<file path="src/core/bwc_pkg.sv">
package bwc_pkg;
  localparam int BP_PAIRS = 6;
  localparam int WP_PAIRS = 4;
  localparam logic [5:0] BP_CTX_AWARE = 6'h30;
  localparam int EN_BIT = 0;
  localparam int PRIV_LO = 1;
  localparam int KIND_LO = 3;
  localparam int HIGHER_BIT = 13;
  localparam int SEC_LO = 14;
  localparam int LINKIDX_LO = 16;
  localparam int MTYPE_LO = 20;
  localparam int LINK_BIT = 20;
  localparam int MASK_LO = 24;
  localparam logic [31:0] BP_KEEP = 32'h00bfe1e7;
  localparam logic [31:0] BP_BASE_BITS = 32'h00a00000;
  localparam logic [31:0] WP_KEEP = 32'h1f1fffff;
  localparam logic [4:0] MASK_MIN = 5'h03;
  localparam logic [1:0] SEC_NONSEC = 2'h1;
  localparam logic [1:0] SEC_SECURE = 2'h2;
  localparam logic [1:0] EL_USER = 2'h0;
  localparam logic [1:0] EL_KERNEL = 2'h1;
  localparam logic [1:0] EL_HYP = 2'h2;
  localparam logic [11:0] OFF_DBG_CTRL = 12'h020;
  localparam logic [11:0] OFF_CLAIM_SET = 12'hfa0;
  localparam logic [11:0] OFF_CLAIM_CLR = 12'hfa4;
  localparam logic [3:0] BP_PAGE = 4'h4;
  localparam logic [3:0] WP_PAGE = 4'h8;
  localparam logic [3:0] SLOT_VLO = 4'h0;
  localparam logic [3:0] SLOT_VHI = 4'h4;
  localparam logic [3:0] SLOT_CTRL = 4'h8;
  localparam logic [7:0] CLAIM_IMPL = 8'hff;
  localparam logic [1:0] RESP_OKAY = 2'h0;
  localparam logic [1:0] RESP_SLVERR = 2'h2;

  typedef enum logic [3:0] {
    MT_ADDR = 4'h0, MT_ADDR_L = 4'h1, MT_CID = 4'h2, MT_CID_L = 4'h3,
    MT_MISS = 4'h4, MT_MISS_L = 4'h5, MT_OSCTX = 4'h6, MT_OSCTX_L = 4'h7,
    MT_VM = 4'h8, MT_VM_L = 4'h9, MT_VMCID = 4'ha, MT_VMCID_L = 4'hb,
    MT_HYPCTX = 4'hc, MT_HYPCTX_L = 4'hd, MT_FULL = 4'he, MT_FULL_L = 4'hf
  } bwc_mtype_e;

  typedef enum logic [7:0] {
    RG_NONE = 8'h01, RG_DBG = 8'h02, RG_BPV = 8'h04, RG_BPC = 8'h08,
    RG_WPV = 8'h10, RG_WPC = 8'h20, RG_CSET = 8'h40, RG_CCLR = 8'h80
  } bwc_region_e;

  typedef enum logic [1:0] {WS_COLLECT = 2'b01, WS_RESP = 2'b10} bwc_wstate_e;
  typedef enum logic [1:0] {RS_IDLE = 2'b01, RS_DATA = 2'b10} bwc_rstate_e;

  typedef struct packed {
    bwc_region_e rg;
    logic [2:0] idx;
    logic hi;
  } bwc_dec_s;
endpackage

</file>
<file path="src/core/bwc_qual.sv">
module bwc_qual
  import bwc_pkg::*;
(
  input wire logic [31:0] ctrl,
  input wire logic curSecure,
  input wire logic [1:0] curEl,
  output logic permit
);
  always_comb begin
    logic secOk;
    logic elOk;
    secOk = 1'b1;
    elOk = 1'b0;
    if (ctrl[SEC_LO+:2] == SEC_NONSEC) begin
      secOk = !curSecure;
    end else if (ctrl[SEC_LO+:2] == SEC_SECURE) begin
      secOk = curSecure;
    end
    // in hyp mode the privilege bits carry no weight, only the higher-level bit
    unique case (curEl)
      EL_USER: elOk = ctrl[PRIV_LO+1];
      EL_KERNEL: elOk = ctrl[PRIV_LO];
      EL_HYP: elOk = ctrl[HIGHER_BIT];
      default: elOk = 1'b0;
    endcase
    permit = secOk & elOk;
  end
endmodule

</file>
<file path="src/core/bwc_top.sv">
// Summary of operation
// - four-bit match type decodes sixteen codes
// - base bits zero unless breakpoint context-aware
// - linked index selects context breakpoint; mismatch zero
// - security, higher, privilege fields gate breakpoints
// - privilege bits ignored in hyp mode
// - enable bit zero never arms breakpoint
// - claim set writes ones, zeros ignored
// - four watchpoint pairs, control plus value
// - mask zero none, one/two reserved, else mask
// - link bit chooses linked watchpoint, index used
// - security, higher, privilege fields gate watchpoints
// - byte lane select picks watched bytes
// - access kind: load, store, both
// - reserved access kind acts as disabled
// - enable zero disables, access kind ignored
// - control fields need no cold-reset value
// - six breakpoint pairs, control plus value
// - match type at bits 23:20
//
// The AXI4-Lite interface to the registers and the address map were left to the implementer.
module bwc_top
  import bwc_pkg::*;
#(
  parameter int NUM_BP = BP_PAIRS,
  parameter int NUM_WP = WP_PAIRS,
  parameter logic [NUM_BP-1:0] CTX_AWARE = BP_CTX_AWARE
) (
  input wire logic mclk,
  input wire logic rst,
  input wire logic [11:0] awaddr,
  input wire logic awvalid,
  output logic awready,
  input wire logic [31:0] wdata,
  input wire logic [3:0] wstrb,
  input wire logic wvalid,
  output logic wready,
  output logic [1:0] bresp,
  output logic bvalid,
  input wire logic bready,
  input wire logic [11:0] araddr,
  input wire logic arvalid,
  output logic arready,
  output logic [31:0] rdata,
  output logic [1:0] rresp,
  output logic rvalid,
  input wire logic rready,
  input wire logic curSecure,
  input wire logic [1:0] curEl,
  output logic [NUM_BP-1:0] bpArmed,
  output logic [NUM_BP-1:0] bpLinked,
  output logic [NUM_BP-1:0] bpCtxMatch,
  output logic [4*NUM_BP-1:0] bpLinkIdx,
  output logic [NUM_WP-1:0] wpArmed,
  output logic [NUM_WP-1:0] wpLoadArm,
  output logic [NUM_WP-1:0] wpStoreArm,
  output logic [NUM_WP-1:0] wpLinked,
  output logic [4*NUM_WP-1:0] wpLinkIdx,
  output logic [7:0] claimTags
);
  typedef struct packed {
    bwc_wstate_e wstate;
    bwc_rstate_e rstate;
    logic awHeld;
    logic wHeld;
    logic [11:0] awAddr;
    logic [31:0] wData;
    logic [3:0] wStrb;
    logic awready;
    logic wready;
    logic bvalid;
    logic [1:0] bresp;
    logic arready;
    logic rvalid;
    logic [31:0] rdata;
    logic [1:0] rresp;
    logic dbgEn;
    logic [7:0] claim;
    logic [NUM_BP-1:0][31:0] bpCtrl;
    logic [NUM_BP-1:0][1:0][31:0] bpVal;
    logic [NUM_WP-1:0][31:0] wpCtrl;
    logic [NUM_WP-1:0][1:0][31:0] wpVal;
    logic [NUM_BP-1:0] bpArmed;
    logic [NUM_BP-1:0] bpLinked;
    logic [NUM_BP-1:0] bpCtxMatch;
    logic [4*NUM_BP-1:0] bpLinkIdx;
    logic [NUM_WP-1:0] wpArmed;
    logic [NUM_WP-1:0] wpLoadArm;
    logic [NUM_WP-1:0] wpStoreArm;
    logic [NUM_WP-1:0] wpLinked;
    logic [4*NUM_WP-1:0] wpLinkIdx;
  } bwc_state_s;

  bwc_state_s st_r;
  bwc_state_s st_nxt;
  logic [NUM_BP-1:0] bpPermit;
  logic [NUM_WP-1:0] wpPermit;
  logic [NUM_BP-1:0] bpEnVec;
  logic [NUM_BP-1:0] bpRsvd;
  logic [NUM_WP-1:0] wpEnVec;
  logic [NUM_WP-1:0] wpRsvd;
  logic [NUM_WP-1:0] kindZero;
  logic [NUM_WP-1:0] maskRsvd;
  logic wrFire;
  bwc_dec_s wrDec;
  logic [7:0] claimSetMask;
  logic [7:0] claimClrMask;

  function automatic bwc_dec_s decodeAddr(input logic [11:0] a);
    bwc_dec_s d;
    d.rg = RG_NONE;
    d.idx = a[6:4];
    d.hi = (a[3:0] == SLOT_VHI);
    if (a == OFF_DBG_CTRL) begin
      d.rg = RG_DBG;
    end else if (a == OFF_CLAIM_SET) begin
      d.rg = RG_CSET;
    end else if (a == OFF_CLAIM_CLR) begin
      d.rg = RG_CCLR;
    end else if (a[11:8] == BP_PAGE && a[7:4] < 4'(NUM_BP)) begin
      if (a[3:0] == SLOT_CTRL) begin
        d.rg = RG_BPC;
      end else if (a[3:0] == SLOT_VLO || d.hi) begin
        d.rg = RG_BPV;
      end
    end else if (a[11:8] == WP_PAGE && a[7:4] < 4'(NUM_WP)) begin
      if (a[3:0] == SLOT_CTRL) begin
        d.rg = RG_WPC;
      end else if (a[3:0] == SLOT_VLO || d.hi) begin
        d.rg = RG_WPV;
      end
    end
    return d;
  endfunction

  function automatic logic [31:0] mergeBytes(input logic [31:0] old, input logic [31:0] d,
                                             input logic [3:0] s);
    logic [31:0] m;
    m = {{8{s[3]}}, {8{s[2]}}, {8{s[1]}}, {8{s[0]}}};
    return (old & ~m) | (d & m);
  endfunction

  function automatic logic isContext(input bwc_mtype_e t);
    logic c;
    unique case (t)
      MT_ADDR, MT_ADDR_L, MT_MISS, MT_MISS_L: c = 1'b0;
      MT_CID, MT_CID_L, MT_OSCTX, MT_OSCTX_L, MT_VM, MT_VM_L, MT_VMCID, MT_VMCID_L,
      MT_HYPCTX, MT_HYPCTX_L, MT_FULL, MT_FULL_L: c = 1'b1;
    endcase
    return c;
  endfunction

  for (genvar g = 0; g < NUM_BP; g++) begin : gBp
    bwc_qual uQual (.ctrl(st_r.bpCtrl[g]), .curSecure(curSecure), .curEl(curEl),
                    .permit(bpPermit[g]));
    assign bpEnVec[g] = st_r.bpCtrl[g][EN_BIT];
    assign bpRsvd[g] = |(st_r.bpCtrl[g] & ~BP_KEEP);
  end
  for (genvar g = 0; g < NUM_WP; g++) begin : gWp
    bwc_qual uQual (.ctrl(st_r.wpCtrl[g]), .curSecure(curSecure), .curEl(curEl),
                    .permit(wpPermit[g]));
    assign wpEnVec[g] = st_r.wpCtrl[g][EN_BIT];
    assign wpRsvd[g] = |(st_r.wpCtrl[g] & ~WP_KEEP);
    assign kindZero[g] = (st_r.wpCtrl[g][KIND_LO+:2] == 2'b00);
    assign maskRsvd[g] = (st_r.wpCtrl[g][MASK_LO+:5] != 5'h00)
                         && (st_r.wpCtrl[g][MASK_LO+:5] < MASK_MIN);
  end

  assign wrDec = decodeAddr(st_r.awAddr);
  assign wrFire = (st_r.wstate == WS_COLLECT) && st_r.awHeld && st_r.wHeld;
  assign claimSetMask = (wrFire && wrDec.rg == RG_CSET && st_r.wStrb[0]) ? st_r.wData[7:0] : '0;
  assign claimClrMask = (wrFire && wrDec.rg == RG_CCLR && st_r.wStrb[0]) ? st_r.wData[7:0] : '0;

  always_comb begin
    bwc_dec_s rd;
    logic [31:0] wv;
    rd = decodeAddr(araddr);
    wv = '0;
    st_nxt = st_r;
    // write side: address and data are latched independently, in any order
    if (awvalid && st_r.awready) begin
      st_nxt.awHeld = 1'b1;
      st_nxt.awAddr = awaddr;
    end
    if (wvalid && st_r.wready) begin
      st_nxt.wHeld = 1'b1;
      st_nxt.wData = wdata;
      st_nxt.wStrb = wstrb;
    end
    unique case (st_r.wstate)
      WS_COLLECT: begin
        if (wrFire) begin
          st_nxt.awHeld = 1'b0;
          st_nxt.wHeld = 1'b0;
          st_nxt.bvalid = 1'b1;
          st_nxt.bresp = (wrDec.rg == RG_NONE) ? RESP_SLVERR : RESP_OKAY;
          st_nxt.wstate = WS_RESP;
          unique case (wrDec.rg)
            RG_DBG: st_nxt.dbgEn = st_r.wStrb[0] ? st_r.wData[0] : st_r.dbgEn;
            RG_CSET: st_nxt.claim = st_r.claim | claimSetMask;
            RG_CCLR: st_nxt.claim = st_r.claim & ~claimClrMask;
            RG_BPC: begin
              wv = mergeBytes(st_r.bpCtrl[wrDec.idx], st_r.wData, st_r.wStrb);
              wv = wv & BP_KEEP;
              if (!CTX_AWARE[wrDec.idx]) begin
                wv = wv & ~BP_BASE_BITS;
              end
              st_nxt.bpCtrl[wrDec.idx] = wv;
            end
            RG_BPV: st_nxt.bpVal[wrDec.idx][wrDec.hi] =
              mergeBytes(st_r.bpVal[wrDec.idx][wrDec.hi], st_r.wData, st_r.wStrb);
            RG_WPC: st_nxt.wpCtrl[wrDec.idx] =
              mergeBytes(st_r.wpCtrl[wrDec.idx], st_r.wData, st_r.wStrb) & WP_KEEP;
            RG_WPV: st_nxt.wpVal[wrDec.idx][wrDec.hi] =
              mergeBytes(st_r.wpVal[wrDec.idx][wrDec.hi], st_r.wData, st_r.wStrb);
            default: st_nxt.bresp = RESP_SLVERR;
          endcase
        end
      end
      WS_RESP: begin
        if (bready) begin
          st_nxt.bvalid = 1'b0;
          st_nxt.wstate = WS_COLLECT;
        end
      end
    endcase
    // read side: data is captured at the address handshake
    unique case (st_r.rstate)
      RS_IDLE: begin
        if (arvalid && st_r.arready) begin
          st_nxt.rvalid = 1'b1;
          st_nxt.rresp = (rd.rg == RG_NONE) ? RESP_SLVERR : RESP_OKAY;
          st_nxt.rstate = RS_DATA;
          unique case (rd.rg)
            RG_DBG: st_nxt.rdata = {31'h0, st_r.dbgEn};
            RG_CSET: st_nxt.rdata = {24'h0, CLAIM_IMPL};
            RG_CCLR: st_nxt.rdata = {24'h0, st_r.claim};
            RG_BPC: st_nxt.rdata = st_r.bpCtrl[rd.idx];
            RG_BPV: st_nxt.rdata = st_r.bpVal[rd.idx][rd.hi];
            RG_WPC: st_nxt.rdata = st_r.wpCtrl[rd.idx];
            RG_WPV: st_nxt.rdata = st_r.wpVal[rd.idx][rd.hi];
            default: st_nxt.rdata = '0;
          endcase
        end
      end
      RS_DATA: begin
        if (rready) begin
          st_nxt.rvalid = 1'b0;
          st_nxt.rstate = RS_IDLE;
        end
      end
    endcase
    // qualifiers to the pipeline lag a control write by one cycle
    for (int i = 0; i < NUM_BP; i++) begin
      st_nxt.bpArmed[i] = st_r.dbgEn & st_r.bpCtrl[i][EN_BIT] & bpPermit[i];
      st_nxt.bpLinked[i] = st_r.bpCtrl[i][MTYPE_LO];
      st_nxt.bpCtxMatch[i] = isContext(bwc_mtype_e'(st_r.bpCtrl[i][MTYPE_LO+:4]));
      st_nxt.bpLinkIdx[4*i+:4] = st_r.bpCtrl[i][LINKIDX_LO+:4];
    end
    for (int i = 0; i < NUM_WP; i++) begin
      // reserved mask or access kind leaves the watchpoint inert
      st_nxt.wpArmed[i] = st_r.dbgEn & wpEnVec[i] & wpPermit[i] & !kindZero[i]
                          & !maskRsvd[i];
      st_nxt.wpLoadArm[i] = st_nxt.wpArmed[i] & st_r.wpCtrl[i][KIND_LO];
      st_nxt.wpStoreArm[i] = st_nxt.wpArmed[i] & st_r.wpCtrl[i][KIND_LO+1];
      st_nxt.wpLinked[i] = st_r.wpCtrl[i][LINK_BIT];
      st_nxt.wpLinkIdx[4*i+:4] = st_r.wpCtrl[i][LINKIDX_LO+:4];
    end
    st_nxt.awready = (st_nxt.wstate == WS_COLLECT) && !st_nxt.awHeld;
    st_nxt.wready = (st_nxt.wstate == WS_COLLECT) && !st_nxt.wHeld;
    st_nxt.arready = (st_nxt.rstate == RS_IDLE);
    // controls are cleared too, so the qualifiers never carry unknowns
    if (rst) begin
      st_nxt = '0;
      st_nxt.wstate = WS_COLLECT;
      st_nxt.rstate = RS_IDLE;
    end
  end

  always_ff @(posedge mclk) begin
    st_r <= st_nxt;
  end

  assign awready = st_r.awready;
  assign wready = st_r.wready;
  assign bvalid = st_r.bvalid;
  assign bresp = st_r.bresp;
  assign arready = st_r.arready;
  assign rvalid = st_r.rvalid;
  assign rdata = st_r.rdata;
  assign rresp = st_r.rresp;
  assign bpArmed = st_r.bpArmed;
  assign bpLinked = st_r.bpLinked;
  assign bpCtxMatch = st_r.bpCtxMatch;
  assign bpLinkIdx = st_r.bpLinkIdx;
  assign wpArmed = st_r.wpArmed;
  assign wpLoadArm = st_r.wpLoadArm;
  assign wpStoreArm = st_r.wpStoreArm;
  assign wpLinked = st_r.wpLinked;
  assign wpLinkIdx = st_r.wpLinkIdx;
  assign claimTags = st_r.claim;
endmodule

</file>
<file path="config.mk">
export PLATFORM = sky130hd
export DESIGN_NAME = bwc_top
export DESIGN_NICKNAME = d
export VERILOG_FILES = /design/src/core/bwc_pkg.sv /design/src/core/bwc_qual.sv /design/src/core/bwc_top.sv
export SDC_FILE = /design/constraint.sdc
export NUM_CORES = 2
export LEC_CHECK = 0
export ABC_AREA = 0
export ABC_CLOCK_PERIOD_IN_PS = 3680
export CORE_ASPECT_RATIO = 0.7
export CORE_MARGIN = 5
export CORE_UTILIZATION = 63
export CTS_CLUSTER_DIAMETER = 100
export DETAILED_ROUTE_END_ITERATION = 6
export DONT_BUFFER_PORTS = 1
export PLACE_DENSITY = 0.78
export SLEW_MARGIN = 20
export SYNTH_ARGS = -nofsm -noshare
export SYNTH_HDL_FRONTEND = slang
export SYNTH_SLANG_ARGS = --single-unit
</file>
<file path="constraint.sdc">
create_clock -name mclk -period 3.68 [get_ports mclk]
set_input_delay 0.736 -clock mclk [delete_from_list [all_inputs] [get_ports mclk]]
set_output_delay 0.736 -clock mclk [all_outputs]
set_load 0.005 [all_outputs]
</file>
==> metrics.log <==
[metrics] worst reg2reg path depth: 5
[metrics] Core Area: 78230 um^2
[metrics] via count of the first global-routing pass: 40500
[metrics] RSZ-0062 raised after global routing: false
[metrics] all-layer global routing usage: 39.62%
[metrics] P&R area growth vs syn: 6.797%
[metrics] final setup skew: 27.81 ps
[metrics] signal arrival time at the worst endpoint: 3810 ps
[metrics] Yosys cell types: 73
[metrics] level count of the clock H-tree: 3
[metrics] violations in the final reports: DRC, slew limit
[metrics] Starting Density: 63.21%
[metrics] sequence of cells on the critical path: inv_1, nand3_1, or2_2, nor2_1, a211oi_1
[metrics] number of sinks handled by clock tree synthesis: 1023
[metrics] number of enable flip-flop cells after synthesis: 0
[metrics] TritonCTS clock tree: yes
[metrics] max frequency: 307.4 MHz
[metrics] largest stage delay on the critical path: 890 ps
[metrics] max-cap violations: 0
[metrics] post-cts hold buffer count: 0
[metrics] global-route wire length before repair: 254300 um
[metrics] power per standard cell area: 438.8 nW/um^2
[metrics] async set-reset flop share out of synthesis: 0%
[metrics] iteration-0 DRC count of the detailed router: 7110
[metrics] post-DR vias/cell: 7.022
[metrics] number of max-slew violations in the final report: 262
[metrics] Max Fanout on Critical Path: 28
[metrics] setup violators final: 0
[metrics] number of I/O pins: 193
[metrics] netlist area before placement: 49450 um^2
[metrics] maximum number of pins on one net before global-route repair: 639
[metrics] kind of start point of the critical path: register
[metrics] dominant register cell in the synthesized netlist: dfxtp_1
[metrics] post-cts repair resize count: 0
[metrics] capturing element type of the critical path: register
[metrics] Min-Delay Path Class: in2reg
[metrics] detailed-placement wirelength estimate: 107000 um
[metrics] share of the core filled with cells: 67.50%
[metrics] post-detailed-routing wire length: 172200 um
[metrics] Port Buf Inserts: 0
[metrics] die outline width: 344.8 um
[metrics] share of synthesized area occupied by flip-flops and latches: 41.42%
[metrics] number of clock buffers inserted by TritonCTS: 95
[metrics] crit share post-route: 88.40%
[metrics] number of filler instances in the final layout: 5961
[metrics] area of the die: 84280 um^2
[metrics] post-layout min period: 3253 ps
[metrics] average cell area after synthesis: 9.116 um^2
[metrics] hold violation total from the final report: 0
[metrics] run status: complete, but fails checks
[metrics] worst setup path category: reg2reg
[metrics] register-to-register setup slack: 430 ps
[metrics] final net count: 5152
[metrics] number of detailed-route iterations in the first pass: 7
[metrics] Slew @ Worst Pin: 1895 ps
[metrics] post-route ant nets: 0
[metrics] leakage power of the design: 0.01701 uW
[metrics] relative max-transition margin: -26.30%
[metrics] grt total ovfl: 0
[metrics] total negative slack: 0 ps
[metrics] maximum ir drop on the vdd rail: 0.4260 mV
[metrics] count of synthesis-stage warnings from yosys: 0
[metrics] crit path launch: st_r[1126]$_SDFFE_PP0P_
[metrics] Std-Cell Rows: 86
[metrics] wire per inst: 27.66 um
[metrics] post-CTS setup-driven buffer insertion count: 0
[metrics] worst-path cell with the longest stage delay: dfxtp_1
[metrics] capture instance of the worst register-to-register path: st_r[430]$_SDFFE_PP0P_
[metrics] total DRC errors in the routed layout: 4
[metrics] die height: 244.4 um
[metrics] number of antenna violations at the first check in global routing: 20
[metrics] gate count of the mapped netlist: 5424
[metrics] Longest Clk Path Bufs: 3
[metrics] Final GP Congestion: 0.9954
[metrics] Root Buffer Master: clkbuf_16
[metrics] fraction of layout cells with a size suffix above 1: 16.02%
[metrics] vias after detailed routing: 43730
[metrics] launch instance of the worst register-to-register path: st_r[1126]$_SDFFE_PP0P_
[metrics] number of synthesized register bits: 1023
[metrics] insertion delay of the later-clocked pin in the worst-skew pair: 680 ps
[metrics] required time of the worst setup path: 4240 ps
[metrics] Clk pin slew, worst setup/hold paths: 70 ps
[metrics] capture point of the critical path: st_r[430]$_SDFFE_PP0P_
-- through the flow --
step	std cells	hold WS (ps)	area, um^2	total power (uW)	setup slack, ps
2_1_floorplan	5425	431.2	49450	12400	947.0
3_3_place_gp	6041	443.8	49420	12630	503.8
3_5_place_dp	6041	451.6	49420	12640	480.0
4_1_cts	6211	177.4	52760	23060	435.1
5_1_grt	6214	186.0	52770	23680	281.2
6_report	6228	182.5	52810	23170	427.0
-- logic make-up after synthesis --
kind of cell    share of synthesized area, %
simple gates                           16.04
compound gates                         14.88
flops                                  41.42
buf+inv                                6.270
mux                                    21.32
xor+xnor                             0.07084
other cells                         0.007584
-- cells in the final DEF, fill, tap and decap left out, drive strengths merged, types with 6 or more instances in the layout --
master,instances
a31oi,30
mux4,394
a2111oi,9
a21oi,571
and2,10
bufinv,14
a22o,12
nor3b,6
a211oi,41
mux2,52
a221oi,21
a2bb2oi,12
nor3,42
clkinv,21
nor2b,54
mux2i,108
nor4,29
diode,17
nand2b,30
a21boi,25
nand4,14
a311oi,20
clkbuf,135
o31ai,14
or2,7
nor2,113
o311ai,9
a21o,6
a22oi,25
nand2,1549
o21ai,443
inv,40
nand3,40
a221o,15
buf,149
dfxtp,1023
o2bb2ai,18
-- worst min path at each step --
stage / startpoint / endpoint / slack [ps] / cells after the start
floorplan: st_r[1109]$_SDFFE_PP0P_ / st_r[1109]$_SDFFE_PP0P_ / 430 / 2
global placement: st_r[1111]$_SDFFE_PP0P_ / st_r[1111]$_SDFFE_PP0P_ / 440 / 2
detailed placement: st_r[1109]$_SDFFE_PP0P_ / st_r[1109]$_SDFFE_PP0P_ / 450 / 2
CTS: awaddr[7] / st_r[1127]$_SDFFE_PP0P_ / 180 / 2
global route: awaddr[7] / st_r[1127]$_SDFFE_PP0P_ / 190 / 2
finish: awaddr[5] / st_r[1125]$_SDFFE_PP0P_ / 180 / 2
-- area by class of cell --
type | instances | area, um^2 | share of cell area [%]
Multi-Input combinational cell | 3771 | 26140 | 49.50
Inverter | 42 | 157.7 | 0.2985
Timing Repair Buffer | 149 | 1319 | 2.497
Sequential cell | 1023 | 20490 | 38.80
Antenna cell | 17 | 42.54 | 0.08056
Clock buffer | 135 | 2803 | 5.307
Tap cell | 1056 | 1321 | 2.502
Clock inverter | 35 | 538.0 | 1.019
-- critical path, delay by kind of cell (launching register included) --
family / cells / cell delay [ps]
and+or+nand+nor: 3 / 1420
AOI/OAI and AO/OA: 1 / 230
DFF: 1 / 890
buffers and inverters: 1 / 570
-- sequential cells by signal, indices dropped and copies added (netlist names), named ones only --
| name | cells |
|---|---|
| bpArmed | 6 |
| bvalid | 1 |
| arready | 1 |
| bpCtxMatch | 6 |
| awready | 1 |
| wpLinked | 4 |
| wpLinkIdx | 16 |
| wpArmed | 4 |
| bresp | 1 |
| rvalid | 1 |
| rdata | 32 |
| bpEnVec | 6 |
| wpStoreArm | 4 |
| rresp | 1 |
| bpLinkIdx | 24 |
| wpLoadArm | 4 |
| bpLinked | 6 |
| wready | 1 |
| claimTags | 8 |
| st_r | 895 |
-- cell usage after synthesis, drive strengths merged, types with 41 or more instances --
cell type	count	area share, %
a211oi	41	0.62
dfxtp	1023	41
mux4	394	18
nand2	1549	12
mux2	52	1.2
nor2b	54	0.68
mux2i	108	2.2
nor3	42	0.47
a21oi	571	5.8
buf	243	3.3
o21ai	443	4.5
clkbuf	346	2.7
nor2	113	0.87
-- routing by layer --
| metal | vias to the layer above | global-route usage (%) | share of wire, % |
|---|---|---|---|
| met5 | - | 1.447 | 0.21 |
| met3 | 701 | 18.21 | 18 |
| met4 | 26 | 20.38 | 6.2 |
| li1 | 18390 | - | - |
| met2 | 3653 | 53.87 | 40 |
| met1 | 20960 | 52.85 | 36 |
-- report_power, final --
group / internal (uW) / total (uW) / switching (uW)
clock: 6270 / 10700 / 4420
sequential: 11100 / 11300 / 132
combinational: 396 / 1220 / 828
Power figures use the tool's default switching activity.
